[config.mk]
export PLATFORM = sky130hd
export DESIGN_NAME = txo_ctrl
export DESIGN_NICKNAME = d
export VERILOG_FILES = /design/src/txo_pkg.sv /design/src/txo_ctrl.sv
export SDC_FILE = /design/constraint.sdc
export NUM_CORES = 1
export LEC_CHECK = 0
export BUFFER_PORTS_ARGS = -buffer_cell sky130_fd_sc_hd__buf_4
export CAP_MARGIN = 40
export CORE_ASPECT_RATIO = 0.5
export CORE_UTILIZATION = 49
export CTS_CLUSTER_DIAMETER = 50
export CTS_CLUSTER_SIZE = 30
export DETAILED_ROUTE_END_ITERATION = 8
export PLACE_DENSITY = 0.81
export SLEW_MARGIN = 20
export SYNTH_ARGS = -nofsm -noshare
export SYNTH_HDL_FRONTEND = slang
export SYNTH_SLANG_ARGS = --single-unit
[constraint.sdc]
create_clock -name ref_clk_in -period 2.4 [get_ports ref_clk_in]
set_clock_uncertainty 0.05 [all_clocks]
set_input_delay 0.24 -clock ref_clk_in [delete_from_list [all_inputs] [get_ports ref_clk_in]]
set_output_delay 0.24 -clock ref_clk_in [all_outputs]
set_load 0.02 [all_outputs]
[src/txo_pkg.sv]
/*
 * Package for the tape extended-operations control block: instruction codes,
 * extended operations buffer bit positions, vectors, resets and carrier types.
 * Assumes the processor bit 0 is the word's most significant bit, so printed
 * bit n sits at vector index 11-n.
 */
package txo_pkg;

    localparam int          WORD_W           = 12;
    localparam int          BLOCK_W          = 11;
    localparam int          BANK_W           = 3;
    localparam int          UNIT_W           = 3;

    // Instruction codes
    localparam logic [11:0] OP_ACC_TO_EXT    = 12'h001;
    localparam logic [11:0] OP_TAPE_ACC      = 12'h003;
    localparam logic [11:0] OP_EXT_TO_ACC    = 12'h011;
    localparam logic [11:0] OP_LOAD_SETUP    = 12'h013;
    localparam logic [11:0] OP_SKIP_DONE     = 12'h10e;
    localparam logic [11:0] OP_MAINT_LOAD    = 12'hc69;
    localparam logic [5:0]  OP_TAPE_GROUP    = 6'h07;
    localparam int          INSTR_I_POS      = 4;
    localparam int          INSTR_UNIT_POS   = 3;
    localparam logic [2:0]  TOP_GROUP_READ   = 3'h1;
    localparam logic [2:0]  TOP_GROUP_WRITE  = 3'h5;

    // Extended operations buffer bit positions
    localparam int          EOB_BANK_LSB     = 9;
    localparam int          EOB_FORMAT       = 7;
    localparam int          EOB_INT_EN       = 6;
    localparam int          EOB_MAINT        = 5;
    localparam int          EOB_EXT_ADDR     = 4;
    localparam int          EOB_NO_WAIT      = 3;
    localparam int          EOB_HOLD         = 2;
    localparam int          EOB_UNIT_HI      = 1;
    localparam int          EOB_UNIT_MID     = 0;

    // Accumulator select bits of the maintenance load and of the buffer load
    localparam int          ACC_CLEAR_SEL    = 7;
    localparam int          ACC_SKIP_SEL     = 6;
    localparam int          ACC_FORMAT       = 7;

    // Fixed locations in field 0
    localparam logic [11:0] VEC_PRI_SAVE     = 12'h020;
    localparam logic [11:0] VEC_PRI_JUMP     = 12'h021;
    localparam logic [11:0] VEC_ALT_SAVE     = 12'h000;
    localparam logic [11:0] VEC_ALT_JUMP     = 12'h001;
    localparam logic [11:0] VEC_TRAP         = 12'h060;

    localparam logic [11:0] RST_EOB          = 12'h000;
    localparam logic [11:0] RST_WORD         = 12'h000;

    typedef struct packed {
        logic [2:0]         op;
        logic               motion_i;
        logic [UNIT_W-1:0]  unit;
        logic [BLOCK_W-1:0] block;
    } txo_cmd_t;

    typedef struct packed {
        logic [BANK_W-1:0]  bank;
        logic [WORD_W-1:0]  addr;
    } txo_mem_addr_t;

    typedef enum logic [0:0] {
        TXO_IDLE,
        TXO_RUN
    } txo_state_t;

endpackage

[src/txo_ctrl.sv]
/*
 * Tape extended-operations control: decodes tape instructions from the
 * processor, holds the extended operations buffer and setup address, runs
 * the per-operation address counter, done flag, skip, stall and interrupt.
 * Assumes one instruction strobe per cycle at most, and that the transport
 * side reports one word strobe per memory word and one finish per operation.
 */
// Summary of operation
// - Buffer bit 7 enables extended address mode
// - Extended mode: setup address copied to counter
// - Extended mode: second word is 11-bit block
// - Extended mode: bank from buffer bits 0-2
// - Address wraps inside bank, 7777 to 0000
// - Code 0023 loads accumulator into setup register
// - Unit is buffer bits 10,11 plus bit 8
// - Buffer bit 5 enables done interrupt request
// - Interrupt uses 0040/0041, alternate 0000/0001
// - Done set at finish, cleared by instruction/maintenance
// - Buffer bit 8 releases processor after start
// - Maintenance load skips on done, clears done
// - Skip-on-done: I=0 idle skips, I=1 busy skips
// - No-wait mode leaves check out of accumulator
// - Deselected transport stops unless buffer bit 9
// - Format bit set only with switch held
// - Buffer bit 6 substitutes maintenance signals
// - Both traps enabled: trap to 0140
// - Code 0001 loads accumulator into buffer
// - Code 0021 copies buffer into accumulator
`timescale 1ns/1ps

module txo_ctrl #(
    parameter int UNITS = 8
) (
    input  wire logic                  ref_clk_in,      // 10 MHz clock
    input  wire logic                  rst_in,          // Sync reset, active high
    input  wire logic                  instr_valid_in,  // Instruction strobe
    input  wire logic [11:0]           instr_in,        // First instruction word
    input  wire logic [11:0]           word2_in,        // Second instruction word
    input  wire logic [11:0]           acc_in,          // Processor accumulator
    input  wire logic [2:0]            data_field_in,   // Processor data field
    input  wire logic                  mode_alt_in,     // Alternate processor mode
    input  wire logic                  int_sys_en_in,   // Interrupt system enabled
    input  wire logic                  tape_trap_en_in, // Tape trap function on
    input  wire logic                  instr_trap_en_in,// Instruction trap function on
    input  wire logic                  format_sw_in,    // Console format switch held
    input  wire logic                  rw_word_in,      // Reader-writer word strobe
    input  wire logic                  rw_finish_in,    // Reader-writer op finished
    input  wire logic [11:0]           rw_check_in,     // Reader-writer transfer check
    input  wire logic                  mt_word_in,      // Maintenance word strobe
    input  wire logic                  mt_finish_in,    // Maintenance op finished
    input  wire logic [11:0]           mt_check_in,     // Maintenance transfer check
    input  wire logic [UNITS-1:0]      unit_stop_in,    // Transport stopped by motion
    output logic [11:0]                acc_out,         // Value for accumulator
    output logic                       acc_load_out,    // Accumulator load pulse
    output logic                       skip_out,        // Skip next pulse
    output logic                       stall_out,       // Processor must wait
    output logic                       int_req_out,     // Interrupt request level
    output logic [11:0]                int_save_out,    // Location for saved PC
    output logic [11:0]                int_jump_out,    // Interrupt continue address
    output logic                       trap_out,        // Trap pulse
    output logic [11:0]                trap_addr_out,   // Trap location, field 0
    output logic                       tape_start_out,  // Operation start pulse
    output txo_pkg::txo_cmd_t          tape_cmd_out,    // Operation command
    output txo_pkg::txo_mem_addr_t     mem_addr_out,    // Transfer memory address
    output logic [UNITS-1:0]           unit_run_out,    // Per-transport motion enable
    output logic                       format_en_out,   // Format track enable
    output logic                       maint_mode_out,  // Maintenance mode active
    output logic                       busy_out         // Operation in progress
);
    import txo_pkg::*;

    ////////////////////////////////////////////////////////////////////////////
    // Decode

    logic [11:0]       eob_reg;
    logic [11:0]       setup_reg;
    logic [11:0]       addr_cnt_reg;
    logic [2:0]        bank_reg;
    logic [11:0]       chk_hold_reg;
    logic              done_reg;
    logic              nowait_op_reg;
    txo_state_t        state_reg;
    txo_cmd_t          cmd_reg;
    logic [UNITS-1:0]  run_reg;

    logic              is_tape;
    logic              trapped;
    logic              go_tape;
    logic              is_maint;
    logic              word_stb;
    logic              finish_stb;
    logic [11:0]       check_val;
    logic [UNIT_W-1:0] unit_sel;
    logic              ext_mode;

    assign ext_mode   = eob_reg[EOB_EXT_ADDR];
    assign is_tape    = instr_valid_in && (instr_in[11:6] == OP_TAPE_GROUP);
    assign trapped    = is_tape && tape_trap_en_in && instr_trap_en_in;
    assign go_tape    = is_tape && !trapped;
    assign is_maint   = instr_valid_in && (instr_in == OP_MAINT_LOAD);
    assign unit_sel   = {eob_reg[EOB_UNIT_HI], eob_reg[EOB_UNIT_MID],
                         instr_in[INSTR_UNIT_POS]};

    // Maintenance mode blocks the reader-writers
    assign word_stb   = eob_reg[EOB_MAINT] ? mt_word_in   : rw_word_in;
    assign finish_stb = eob_reg[EOB_MAINT] ? mt_finish_in : rw_finish_in;
    assign check_val  = eob_reg[EOB_MAINT] ? mt_check_in  : rw_check_in;

    ////////////////////////////////////////////////////////////////////////////
    // Buffer and setup registers

    always_ff @(posedge ref_clk_in) begin
        if (rst_in) begin
            eob_reg <= RST_EOB;
        end else if (instr_valid_in && instr_in == OP_ACC_TO_EXT) begin
            eob_reg              <= acc_in;
            eob_reg[EOB_FORMAT]  <= acc_in[ACC_FORMAT] && format_sw_in;
        end
    end

    always_ff @(posedge ref_clk_in) begin
        if (rst_in) begin
            setup_reg <= RST_WORD;
        end else if (instr_valid_in && instr_in == OP_LOAD_SETUP) begin
            setup_reg <= acc_in;
        end
    end

    ////////////////////////////////////////////////////////////////////////////
    // Operation sequencing

    always_ff @(posedge ref_clk_in) begin
        if (rst_in) begin
            state_reg     <= TXO_IDLE;
            nowait_op_reg <= 1'b0;
        end else begin
            unique case (state_reg)
                TXO_IDLE: begin
                    if (go_tape) begin
                        state_reg     <= TXO_RUN;
                        nowait_op_reg <= eob_reg[EOB_NO_WAIT];
                    end
                end
                TXO_RUN: begin
                    if (finish_stb) begin
                        state_reg <= TXO_IDLE;
                    end
                end
            endcase
        end
    end

    always_ff @(posedge ref_clk_in) begin
        if (rst_in) begin
            cmd_reg  <= '0;
            bank_reg <= 3'h0;
        end else if (go_tape && state_reg == TXO_IDLE) begin
            cmd_reg.op       <= instr_in[2:0];
            cmd_reg.motion_i <= instr_in[INSTR_I_POS];
            cmd_reg.unit     <= unit_sel;
            cmd_reg.block    <= word2_in[BLOCK_W-1:0];
            bank_reg         <= ext_mode ? eob_reg[11:EOB_BANK_LSB]
                                         : data_field_in;
        end
    end

    // Counter is 12 bits, so the increment wraps inside the bank
    always_ff @(posedge ref_clk_in) begin
        if (rst_in) begin
            addr_cnt_reg <= RST_WORD;
        end else if (go_tape && state_reg == TXO_IDLE) begin
            addr_cnt_reg <= ext_mode ? setup_reg : RST_WORD;
        end else if (state_reg == TXO_RUN && word_stb) begin
            addr_cnt_reg <= addr_cnt_reg + 12'h001;
        end
    end

    always_ff @(posedge ref_clk_in) begin
        if (rst_in) begin
            tape_start_out <= 1'b0;
        end else begin
            tape_start_out <= go_tape && state_reg == TXO_IDLE;
        end
    end

    ////////////////////////////////////////////////////////////////////////////
    // Done flag: a finish wins over any clear in the same cycle

    always_ff @(posedge ref_clk_in) begin
        if (rst_in) begin
            done_reg <= 1'b0;
        end else if (state_reg == TXO_RUN && finish_stb) begin
            done_reg <= 1'b1;
        end else if (go_tape) begin
            done_reg <= 1'b0;
        end else if (is_maint && acc_in[ACC_CLEAR_SEL]) begin
            done_reg <= 1'b0;
        end
    end

    always_ff @(posedge ref_clk_in) begin
        if (rst_in) begin
            chk_hold_reg <= RST_WORD;
        end else if (state_reg == TXO_RUN && finish_stb) begin
            chk_hold_reg <= check_val;
        end
    end

    ////////////////////////////////////////////////////////////////////////////
    // Accumulator and skip answers

    always_ff @(posedge ref_clk_in) begin
        if (rst_in) begin
            acc_out      <= RST_WORD;
            acc_load_out <= 1'b0;
        end else begin
            acc_load_out <= 1'b0;
            if (state_reg == TXO_RUN && finish_stb && !nowait_op_reg) begin
                acc_out      <= check_val;
                acc_load_out <= 1'b1;
            end else if (instr_valid_in && instr_in == OP_EXT_TO_ACC) begin
                acc_out      <= eob_reg;
                acc_load_out <= 1'b1;
            end else if (instr_valid_in && instr_in == OP_TAPE_ACC) begin
                acc_out      <= chk_hold_reg;
                acc_load_out <= 1'b1;
            end
        end
    end

    always_ff @(posedge ref_clk_in) begin
        if (rst_in) begin
            skip_out <= 1'b0;
        end else if (instr_valid_in && (instr_in & ~12'h010) == OP_SKIP_DONE) begin
            skip_out <= instr_in[INSTR_I_POS] ? busy_out : !busy_out;
        end else begin
            skip_out <= is_maint && acc_in[ACC_SKIP_SEL] && done_reg;
        end
    end

    ////////////////////////////////////////////////////////////////////////////
    // Interrupt and trap

    always_ff @(posedge ref_clk_in) begin
        if (rst_in) begin
            int_req_out  <= 1'b0;
            int_save_out <= VEC_PRI_SAVE;
            int_jump_out <= VEC_PRI_JUMP;
        end else begin
            int_req_out  <= eob_reg[EOB_INT_EN] && int_sys_en_in && done_reg;
            int_save_out <= mode_alt_in ? VEC_ALT_SAVE : VEC_PRI_SAVE;
            int_jump_out <= mode_alt_in ? VEC_ALT_JUMP : VEC_PRI_JUMP;
        end
    end

    always_ff @(posedge ref_clk_in) begin
        if (rst_in) begin
            trap_out      <= 1'b0;
            trap_addr_out <= VEC_TRAP;
        end else begin
            trap_out      <= trapped;
            trap_addr_out <= VEC_TRAP;
        end
    end

    ////////////////////////////////////////////////////////////////////////////
    // Transport motion

    genvar u;
    generate
        for (u = 0; u < UNITS; u++) begin : g_unit
            always_ff @(posedge ref_clk_in) begin
                if (rst_in) begin
                    run_reg[u] <= 1'b0;
                end else if (go_tape && state_reg == TXO_IDLE) begin
                    if (unit_sel == UNIT_W'(u)) begin
                        run_reg[u] <= 1'b1;
                    end else if (!eob_reg[EOB_HOLD]) begin
                        run_reg[u] <= 1'b0;
                    end
                end else if (unit_stop_in[u]) begin
                    run_reg[u] <= 1'b0;
                end
            end
        end
    endgenerate

    ////////////////////////////////////////////////////////////////////////////
    // Outputs

    assign busy_out       = (state_reg == TXO_RUN);
    assign stall_out      = busy_out && !nowait_op_reg;
    assign tape_cmd_out   = cmd_reg;
    assign mem_addr_out   = '{bank: bank_reg, addr: addr_cnt_reg};
    assign unit_run_out   = run_reg;
    assign format_en_out  = eob_reg[EOB_FORMAT];
    assign maint_mode_out = eob_reg[EOB_MAINT];

endmodule

==> summary.md <==
| Metric | Value |
|---|---|
| Largest area contributor in the netlist | dfxtp_1 |
| Initial antenna violation count | 0 |
| CP peak stage delay | 0.59 ns |
| Most numerous cell in the Yosys netlist | nand2_1 |
| Mapped Avg Cell Area | 8.38 um^2 |
| Final hold viol count | 0 |
| H-Tree Depth | 3 |
| Final Slew Violations | 0 |
| DRC | 0 |
| Count of cell types in the netlist | 49 |
| CTS resizes | 0 |
| Max_cap viols | 0 |
| Clk slew on worst S/H paths | 0.07 ns |
| Async S/R FF share, synth | 0% |
| Row count | 24 |
| Worst Setup Path Type | input port to flip-flop |
| Setup TNS | 0 ns |
| Number of clock buffers inserted by TritonCTS | 9 |
| Worst EP required | 2.58 ns |
| Largest net degree at the start of global routing | 35 |
| Synth cell count leaders | nand2_1, dfxtp_1, a21oi_1 |
| Top post-synthesis cells by area | dfxtp_1, nand2_1, a21oi_1, mux2i_1, buf_4 |
| 1st-pass router iterations | 5 |
| Most used cell, CP | or4b_4 |
| Nets | 757 |
| Leak | 0.00235 uW |
| Outcome | complete, no violations |
| Total track usage | 26.0% |
| Initial DRC Count | 336 |
| Hold Buf Count CTS | 1 |
| Die X | 138 um |
| Total gr overflow | 0 |
| Critical Path Source Type | input port |
| Post-Route WL | 12.1 mm |
| Starting Density | 51.1% |
| Worst-margin pin slew | 0.663 ns |
| Mapped Cells | 537 |
| FMAX | 0.507 GHz |
| Die Area | 9590 um^2 |
| Post-Syn Area | 4500 um^2 |
| Synth warn | 0 |
| Yosys reg bits | 98 |
| Utilization after layout | 67.2% |
| CTS tree | done |
| Clock Path Buffers | 2 |
| Design Power | 3400 uW |
| Post-place setup slack | 0.0669 ns |
| # fillers | 705 |
| DP HPWL | 8.70 mm |
| Clk_lat worst skew | 0.34 ns |
| Final worst slack | 0.429 ns |
| Finished Layout Cells | 795 |
| Ys flop type | dfxtp_1 |
| Global-route wire length before repair | 19.2 mm |
| Placed Cells | 778 |
| CTS sink count | 98 |
| Antenna-violating nets left | 0 |
| Synth-to-Final Area Change | 31.4% |
| Gpl congestion | 0.846 |
| EDFF count, synth | 0 |
| # setup viols final | 0 |
| RSZ-0062 raised after global routing | false |
| Power Density | 575 nW/um^2 |
| # Post-CTS Setup Buffers | 0 |
| Die Y | 69.8 um |
| Port Buffers | 145 |
| Minimum clock period | 1.97 ns |
| Root Driver | clkbuf_16 |
| Wire per inst | 15.2 um |
| Yosys top cell area share | 43.6% |
| Slew HR | 55.7% |
| Part of the cycle the worst path needs | 82.1% |
| Seq/Total Area, Yosys | 43.6% |
| Ant. Diodes | 0 |
| Slowest stage cell, crit path | or4b_4 |
| Layout cells sized above 1 | 29.1% |
| Max FFs per register | 18 |
| Via count | 4216 |
| Worst-path fanout max | 11 |
| # IOs | 181 |
| WP data arrival | 2.15 ns |
| Maximum vdd ir drop | 0.450 mV |
| Setup crit end kind | flip-flop |
| Hold crit path type | input port to flip-flop |
| Vias in the first global route | 3911 |
| Core area | 8800 um^2 |
| Via/cell ratio | 5.30 |
| CP cell instances | buf_4 -> or4b_4 -> or4b_4 -> nor2_2 -> buf_12 -> mux2i_1 -> o22ai_2 |
metrics by stage:
stage / hold slack [ns] / area (um^2)
2_1_floorplan: 0.252 / 4620
3_3_place_gp: 0.356 / 5590
3_5_place_dp: 0.357 / 5590
4_1_cts: 0.0796 / 5910
5_1_grt: 0.0852 / 5910
6_report: 0.0861 / 5910
power by group:
part	internal (uW)	switching (uW)	total (uW)
clock network	871	631	1500
logic	117	149	266
registers	1630	2.92	1630
critical path: cells and delay by family:
family,cells,cell delay (ns)
AO/OA/AOI/OAI,1,0.10
buffers and inverters,2,0.29
multiplexers,1,0.24
AND/OR/NAND/NOR,3,1.29
final cells by class:
class	instances	area, um^2	area share (%)
clock buffer	11	253	4.27
inverter	2	7.51	0.127
multi-input combinational	399	2240	38.0
timing repair buffer	163	1240	20.9
sequential	98	1960	33.2
clock inverter	5	61.3	1.04
tap	117	146	2.48
path summary, 6_finish.rpt:
path	startpoint	endpoint	slack, ns	cells after the start
worst min register to register	tape_cmd_out[8]$_SDFFE_PP0P_	tape_cmd_out[8]$_SDFFE_PP0P_	0.41	2
worst max register to register	busy_out$_SDFF_PP0_	addr_cnt_reg[4]$_SDFFE_PP0P_	0.46	6
worst min-delay path	word2_in[4]	tape_cmd_out[4]$_SDFFE_PP0P_	0.09	3
worst max-delay path	instr_in[9]	acc_out[1]$_SDFFE_PP0P_	0.43	7
logic make-up (layout without fill, tap and decap cells):
| logic type | Yosys count | count (layout) | share of synthesized area (%) |
|---|---|---|---|
| DFF | 98 | 98 | 43.6 |
| xor gates and xnor gates | 11 | 11 | 2.14 |
| and+or+nand+nor | 206 | 206 | 20.7 |
| AOI/OAI and AO/OA | 117 | 117 | 17.1 |
| other | 2 | 34 | 0.167 |
| muxes | 30 | 30 | 6.73 |
| buffers and inverters | 72 | 181 | 9.29 |
| adders and majority gates | 1 | 1 | 0.278 |
per-layer routing:
| layer | global-route usage, % | share of wire, % | vias to the layer above |
|---|---|---|---|
| li1 | - | - | 2058 |
| met1 | 34.1 | 44 | 1955 |
| met2 | 42.7 | 48 | 192 |
| met3 | 6.80 | 8.0 | 11 |
| met4 | 5.86 | 0.79 | 0 |
| met5 | 0 | 0 | - |
layout by cell type (no fill, tap or decap), types with 2 or more instances in the layout:
cell type	instances
nand2b_1	2
mux2_2	2
buf_4	161
or3_1	2
o21ai_0	3
a21oi_1	65
or4b_4	2
o31ai_1	5
a22o_1	4
a21boi_0	2
xnor2_1	7
xor2_1	4
o41ai_1	2
nand2_1	107
and4_1	2
nor4_1	3
a211oi_1	20
conb_1	34
clkbuf_16	9
nand3_1	16
inv_1	2
nand4_1	5
o22ai_2	10
clkinv_4	2
nor3_1	8
and3_1	4
clkbuf_8	2
nor2b_1	4
mux2i_1	28
nor2_1	40
dfxtp_1	98
No activity file was read; power rests on OpenSTA's default activity.
